`src/verilog/rbcr_pkg.sv`:
```
package rbcr_pkg;

    // Reference clock runs at this multiple of the bit rate
    localparam int unsigned REF_PER_BIT   = 128;
    localparam int unsigned CHAIN_STAGES  = 7;

    // Clock period in picoseconds
    localparam int unsigned CLK_PERIOD_PS = 10000;

    // Bit rates reachable by halving the base rate
    localparam int unsigned BAUD_MAX      = 1200;
    localparam int unsigned BAUD_MIN      = 150;
    localparam int unsigned BAUD_STEPS    = 4;

    // Values after reset
    localparam logic [6:0] CHAIN_RESET    = 7'h00;
    localparam logic       PULSE_IDLE     = 1'b1;
    localparam logic       SAMPLE_RESET   = 1'b0;

    // Count added by the first stage and by the second stage
    localparam logic [6:0] STEP_FIRST     = 7'h01;
    localparam logic [6:0] STEP_SECOND    = 7'h02;

endpackage

```
`src/verilog/rbcr_corr_if.sv`:
```
`timescale 1ns/1ps
`default_nettype none

// Correction pulses between the phase detector and the divide chain
interface rbcr_corr_if;
    logic rx_data;
    logic final_stage;
    logic transition;
    logic advance_n;
    logic retard_n;
    logic advance_end;

    modport detector (
        input  rx_data,
        input  final_stage,
        output transition,
        output advance_n,
        output retard_n,
        output advance_end
    );

    modport chain (
        output rx_data,
        output final_stage,
        input  transition,
        input  advance_n,
        input  retard_n,
        input  advance_end
    );
endinterface

`default_nettype wire

```
`src/verilog/rbcr_phase_detect.sv`:
```
`timescale 1ns/1ps
`default_nettype none

module rbcr_phase_detect (
    // Clock and synchronous reset
    input  wire logic         ref_clk,
    input  wire logic         rst,
    // Correction pulses
    rbcr_corr_if.detector     corr
);

    logic transition_detector_flop;
    logic advance_pulse_flop;
    logic retard_pulse_flop;
    logic advance_prev;

    // Transition pulse from the sampled data
    assign corr.transition  = corr.rx_data ^ transition_detector_flop;
    assign corr.advance_n   = advance_pulse_flop;
    assign corr.retard_n    = retard_pulse_flop;
    assign corr.advance_end = advance_pulse_flop & ~advance_prev;

    // Data sample on each reference edge
    always_ff @(posedge ref_clk) begin
        if (rst) begin
            transition_detector_flop <= rbcr_pkg::SAMPLE_RESET;
        end else begin
            transition_detector_flop <= corr.rx_data;
        end
    end

    // Advance pulse only when the recovered clock is late
    always_ff @(posedge ref_clk) begin
        if (rst) begin
            advance_pulse_flop <= rbcr_pkg::PULSE_IDLE;
            advance_prev       <= rbcr_pkg::PULSE_IDLE;
        end else begin
            // Clear on coincidence, set again next edge
            advance_pulse_flop <= ~(corr.transition & corr.final_stage);
            advance_prev       <= advance_pulse_flop;
        end
    end

    // Retard pulse on every transition
    always_ff @(posedge ref_clk) begin
        if (rst) begin
            retard_pulse_flop <= rbcr_pkg::PULSE_IDLE;
        end else begin
            retard_pulse_flop <= ~corr.transition;
        end
    end

endmodule

`default_nettype wire

```
`src/verilog/rbcr_top.sv`:
```
`timescale 1ns/1ps
`default_nettype none

module rbcr_top #(
    parameter int unsigned STAGES = rbcr_pkg::CHAIN_STAGES
) (
    // Clock and reset
    input  wire logic ref_clk,
    input  wire logic nrst,
    // Demodulated receive data and phase strap
    input  wire logic rx_data,
    input  wire logic phase_invert,
    // Recovered bit timing
    output var  logic bit_clk_a,
    output var  logic bit_clk_b,
    output var  logic retime_clk
);

    logic [1:0]        rst_pipe;
    logic              rst;
    logic [1:0]        rx_sync;
    logic [1:0]        strap_sync;
    logic [STAGES-1:0] divide_chain;
    logic [STAGES-1:0] next_chain;
    logic [STAGES-1:0] step;
    logic              first_divide_stage;
    logic              second_divide_stage;
    logic              final_divide_stage;

    localparam logic [STAGES-1:0] STEP_ONE =
        STAGES'(rbcr_pkg::STEP_FIRST);
    localparam logic [STAGES-1:0] STEP_TWO =
        STAGES'(rbcr_pkg::STEP_SECOND);

    rbcr_corr_if corr ();

    // Reset release through two flip-flops
    always_ff @(posedge ref_clk or negedge nrst) begin
        if (!nrst) begin
            rst_pipe <= 2'h0;
        end else begin
            rst_pipe <= {rst_pipe[0], 1'b1};
        end
    end

    assign rst = ~rst_pipe[1];

    // Two-stage synchronisers for the pins
    always_ff @(posedge ref_clk or negedge nrst) begin
        if (!nrst) begin
            rx_sync    <= 2'h0;
            strap_sync <= 2'h0;
        end else begin
            rx_sync    <= {rx_sync[0], rx_data};
            strap_sync <= {strap_sync[0], phase_invert};
        end
    end

    assign corr.rx_data     = rx_sync[1];
    assign corr.final_stage = final_divide_stage;

    rbcr_phase_detect u_detect (
        .ref_clk (ref_clk),
        .rst     (rst),
        .corr    (corr)
    );

    // Stage views of the chain
    assign first_divide_stage  = divide_chain[0];
    assign second_divide_stage = divide_chain[1];
    assign final_divide_stage  = divide_chain[STAGES-1];

    // First stage steps unless held; advance steps the second stage
    always_comb begin
        step = '0;
        if (corr.retard_n) begin
            step = step + STEP_ONE;
        end
        if (corr.advance_end) begin
            step = step + STEP_TWO;
        end
        next_chain = divide_chain + step;
    end

    // Divide chain, loaded with next_chain on each reference edge
    always_ff @(posedge ref_clk) begin
        if (rst) begin
            divide_chain <= STAGES'(rbcr_pkg::CHAIN_RESET);
        end else begin
            divide_chain <= next_chain;
        end
    end

    // Bit timing outputs, strap-selected phase on bit_clk_a and bit_clk_b only
    always_ff @(posedge ref_clk) begin
        if (rst) begin
            bit_clk_a  <= 1'b0;
            bit_clk_b  <= 1'b0;
            retime_clk <= 1'b1;
        end else begin
            bit_clk_a  <= final_divide_stage ^ strap_sync[1];
            bit_clk_b  <= final_divide_stage ^ strap_sync[1];
            retime_clk <= ~final_divide_stage;
        end
    end

endmodule

`default_nettype wire

```
`config.mk`:
```
export PLATFORM = sky130hd
export DESIGN_NAME = rbcr_top
export DESIGN_NICKNAME = d
export VERILOG_FILES = /design/src/verilog/rbcr_pkg.sv /design/src/verilog/rbcr_corr_if.sv /design/src/verilog/rbcr_phase_detect.sv /design/src/verilog/rbcr_top.sv
export SDC_FILE = /design/constraint.sdc
export NUM_CORES = 1
export LEC_CHECK = 0
export BUFFER_PORTS_ARGS = -buffer_cell sky130_fd_sc_hd__buf_4
export CAP_MARGIN = 15
export CORE_AREA = 2 2 42 44
export CTS_BUF_LIST = sky130_fd_sc_hd__clkbuf_4 sky130_fd_sc_hd__clkbuf_8 sky130_fd_sc_hd__clkbuf_16
export DETAILED_ROUTE_END_ITERATION = 7
export DIE_AREA = 0 0 44 46
export PLACE_DENSITY = 0.57
export SLEW_MARGIN = 30
export SYNTH_ARGS = -nofsm -noshare
export SYNTH_HDL_FRONTEND = slang
export SYNTH_SLANG_ARGS = --single-unit
```
`constraint.sdc`:
```
create_clock -name ref_clk -period 4.8 [get_ports ref_clk]
set_input_delay 0.24 -clock ref_clk [delete_from_list [all_inputs] [get_ports ref_clk]]
set_output_delay 0.24 -clock ref_clk [all_outputs]
set_load 0.05 [all_outputs]
```
==> impl_metrics.tcl <==
set metrics [dict create \
    status "finished, final reports clean" \
    drt_iter0_markers 3 \
    path_class "reg2reg" \
    synth_fa_ha_area_share_pct 6.82 \
    whs_ns 0.0617 \
    critPathMaxFanout 3 \
    finalSetupTns_ns 0 \
    finalWirelength_um 820 \
    place_area_um2 716 \
    syn_inst 57 \
    area_growth_pct 14.4 \
    synth-xor-area-share_pct 5.30 \
    final_common_cell "dfxtp_1" \
    track_usage_pct 10.4 \
    antenna_found_initial 0 \
    pwr-share-clk_pct 29.9 \
    synthMuxAreaShare_pct 0 \
    stdcell_count 83 \
    final_antenna_net_count 0 \
    path_clk_slew_ns 0.10 \
    post-place-cells 78 \
    netlist_area_um2 661 \
    worstSetupEndpointType "flip-flop" \
    r2r-end "divide_chain[6]$_SDFF_PN0_" \
    cts.sinks 19 \
    worstHoldStart "rx_data" \
    synth.distinct_cells 21 \
    n_fill_cell 156 \
    dr_total_vias 376 \
    pre_cts_slack_ns 3.08 \
    p_sw_share_pct 21.1 \
    dpl.hpwl_um 612 \
    layout_setup_ws_ns 3.07 \
    drc_errors 0 \
    cts_resized 0 \
    die-area_um2 2020 \
    fmax_mhz 577 \
    die_x_um 44 \
    post_drt_wl_per_cell_um 9.88 \
    finalClockSkew_ns 0.00580 \
    multi_input_area_um2 224 \
    grt_start_max_net_pins 14 \
    placementRows 15 \
    r2r_slack_ns 3.07 \
    grt_overflow 0 \
    antenna_cells 0 \
    ys_seq_area_share_pct 62.1 \
    ys_ff_latch 19 \
    r2r-start "divide_chain[0]$_SDFF_PN0_" \
    hold_class "in2reg" \
    period_needed_ns 1.73 \
    p_sw_mw 0.0568 \
    holdBufCountCts 1 \
    combPwrFrac_pct 7.0 \
    synthesis.nets 64 \
    pwr-share-seq_pct 63.1 \
    fp.dieH_um 46 \
    synth_top_family_by_area "simple AND/OR/NAND/NOR gates" \
    post_cts_buffers 0 \
    io_pins 7 \
    synthSimpleGateAreaFrac_pct 14.8 \
    nNetsFinal 74 \
    p_leak_nw 0.316 \
    p_per_area_nw_per_um2 356 \
    numPortBuffers 6 \
    routabilityCongestion 0.657 \
    critPathLaunch "divide_chain[0]$_SDFF_PN0_" \
    ctsHtreeMaxLevel 1 \
    seqCellArea_um2 410 \
    required_ns 5.03 \
    holdPathEnd "rx_sync[0]$_DFF_PN0_" \
    clk_latency_ns 0.28 \
    cts_root_buf "clkbuf_4" \
    drive_gt1_share_pct 15.2 \
    core_area_um2 1610 \
    setup_viol 0 \
    yosysWarnings 0 \
    syn_area_per_cell_um2 11.6 \
    reg2reg_depth 6 \
    post-route-period-util_pct 36.1 \
    start_util_pct 40.9 \
    intPower_mw 0.212 \
    numCtsBuffers 3 \
    rsz0062_at_grt "no" \
    dr.pass1.iters 4 \
    clockBufferDepth 2 \
    ir_worst_vdd_mv 0.268 \
    final_area_um2 756 \
    start_kind "flip-flop" \
    drv_cap 0 \
    final_cell_mix "13 x dfxtp_1, 6 x buf_4, 6 x dfrtp_1" \
    grt_pass1_vias 358 \
    synth-compound-area-share_pct 6.44 \
    grt_pass1_wl_mm 1.44 \
    worst_hold_path.num_cells 1 \
    viasPerCell 4.53 \
    slew_violations 0 \
    cts_tree "built" \
    hold_violations 0 \
    arrival_ns 1.96 \
]
## cells by family after synthesis
logic type / Yosys count
other: 1
adder cells (fa/ha/maj): 3
buffers and inverters: 6
AO/OA/AOI/OAI: 7
flip-flops: 19
AND/OR/NAND/NOR: 17
XOR/XNOR: 4
## power groups by stage
stage | Combinational (mW) | Clock [mW] | Sequential, mW
floorplan | 0.0127 | 0 | 0.173
global placement | 0.0185 | 0 | 0.173
detailed placement | 0.0186 | 0 | 0.174
CTS | 0.0193 | 0.0857 | 0.170
global route | 0.0220 | 0.0930 | 0.171
finish | 0.0189 | 0.0804 | 0.170
## sequential cells by signal (all words and copies together), names as in the netlist
name,flops
retime_clk,1
rx_sync,2
u_detect.transition_detector_flop,1
u_detect.advance_prev,1
u_detect.corr.retard_n,1
divide_chain,7
u_detect.corr.advance_n,1
bit_clk_b,1
rst_pipe,2
strap_sync,2
## synthesized netlist by cell type
cell type,count,area (um^2)
a21boi_0,2,15.0
a21boi_1,1,7.51
a21oi_1,1,5.00
and2_1,5,31.3
buf_4,1,7.51
clkbuf_1,1,3.75
conb_1,1,3.75
dfrtp_1,6,150
dfxtp_1,13,260
fa_1,1,20.0
ha_1,2,25.0
inv_1,4,15.0
nand2_1,3,11.3
nand2b_1,2,12.5
nand3_1,2,10.0
nand3b_1,1,7.51
nor2b_1,1,6.26
o21ai_0,3,15.0
or3_1,3,18.8
xnor2_1,2,17.5
xor2_1,2,17.5
## through the flow
stage	util (%)	total power [mW]
2_1_floorplan	-	0.186
3_3_place_gp	44.3	0.192
3_5_place_dp	44.3	0.192
4_1_cts	46.8	0.275
5_1_grt	46.8	0.286
6_report	46.8	0.269
## how the worst max path moves through the flow
stage	endpoint	slack [ns]	cells after the start
floorplan	divide_chain[6]$_SDFF_PN0_	3.19	6
global placement	divide_chain[6]$_SDFF_PN0_	3.13	6
detailed placement	divide_chain[6]$_SDFF_PN0_	3.08	6
CTS	divide_chain[6]$_SDFF_PN0_	3.06	6
global route	divide_chain[6]$_SDFF_PN0_	2.99	6
finish	divide_chain[6]$_SDFF_PN0_	3.07	6
## critical path, stage by stage, from the launching register on
cell and delay (ns):
dfxtp_1 0.33, ha_1 0.16, inv_1 0.05, fa_1 0.40
nand3b_1 0.23, or3_1 0.37, a21boi_1 0.13
## routing by layer
layer	wire, um	track usage, %	up-vias
met5	0	0	-
met4	14	5.45	0
met3	44	5.95	2
met2	379	15.9	7
met1	381	11.5	171
li1	-	-	196
## final cells by class
class,instances,share of cell area [%]
Inverter,4,1.99
Multi-Input combinational cell,32,29.6
Clock buffer,4,3.97
Tap cell,17,2.81
Sequential cell,19,54.3
Timing Repair Buffer,7,7.28
Note: power is estimated with default switching activity, not from simulation.
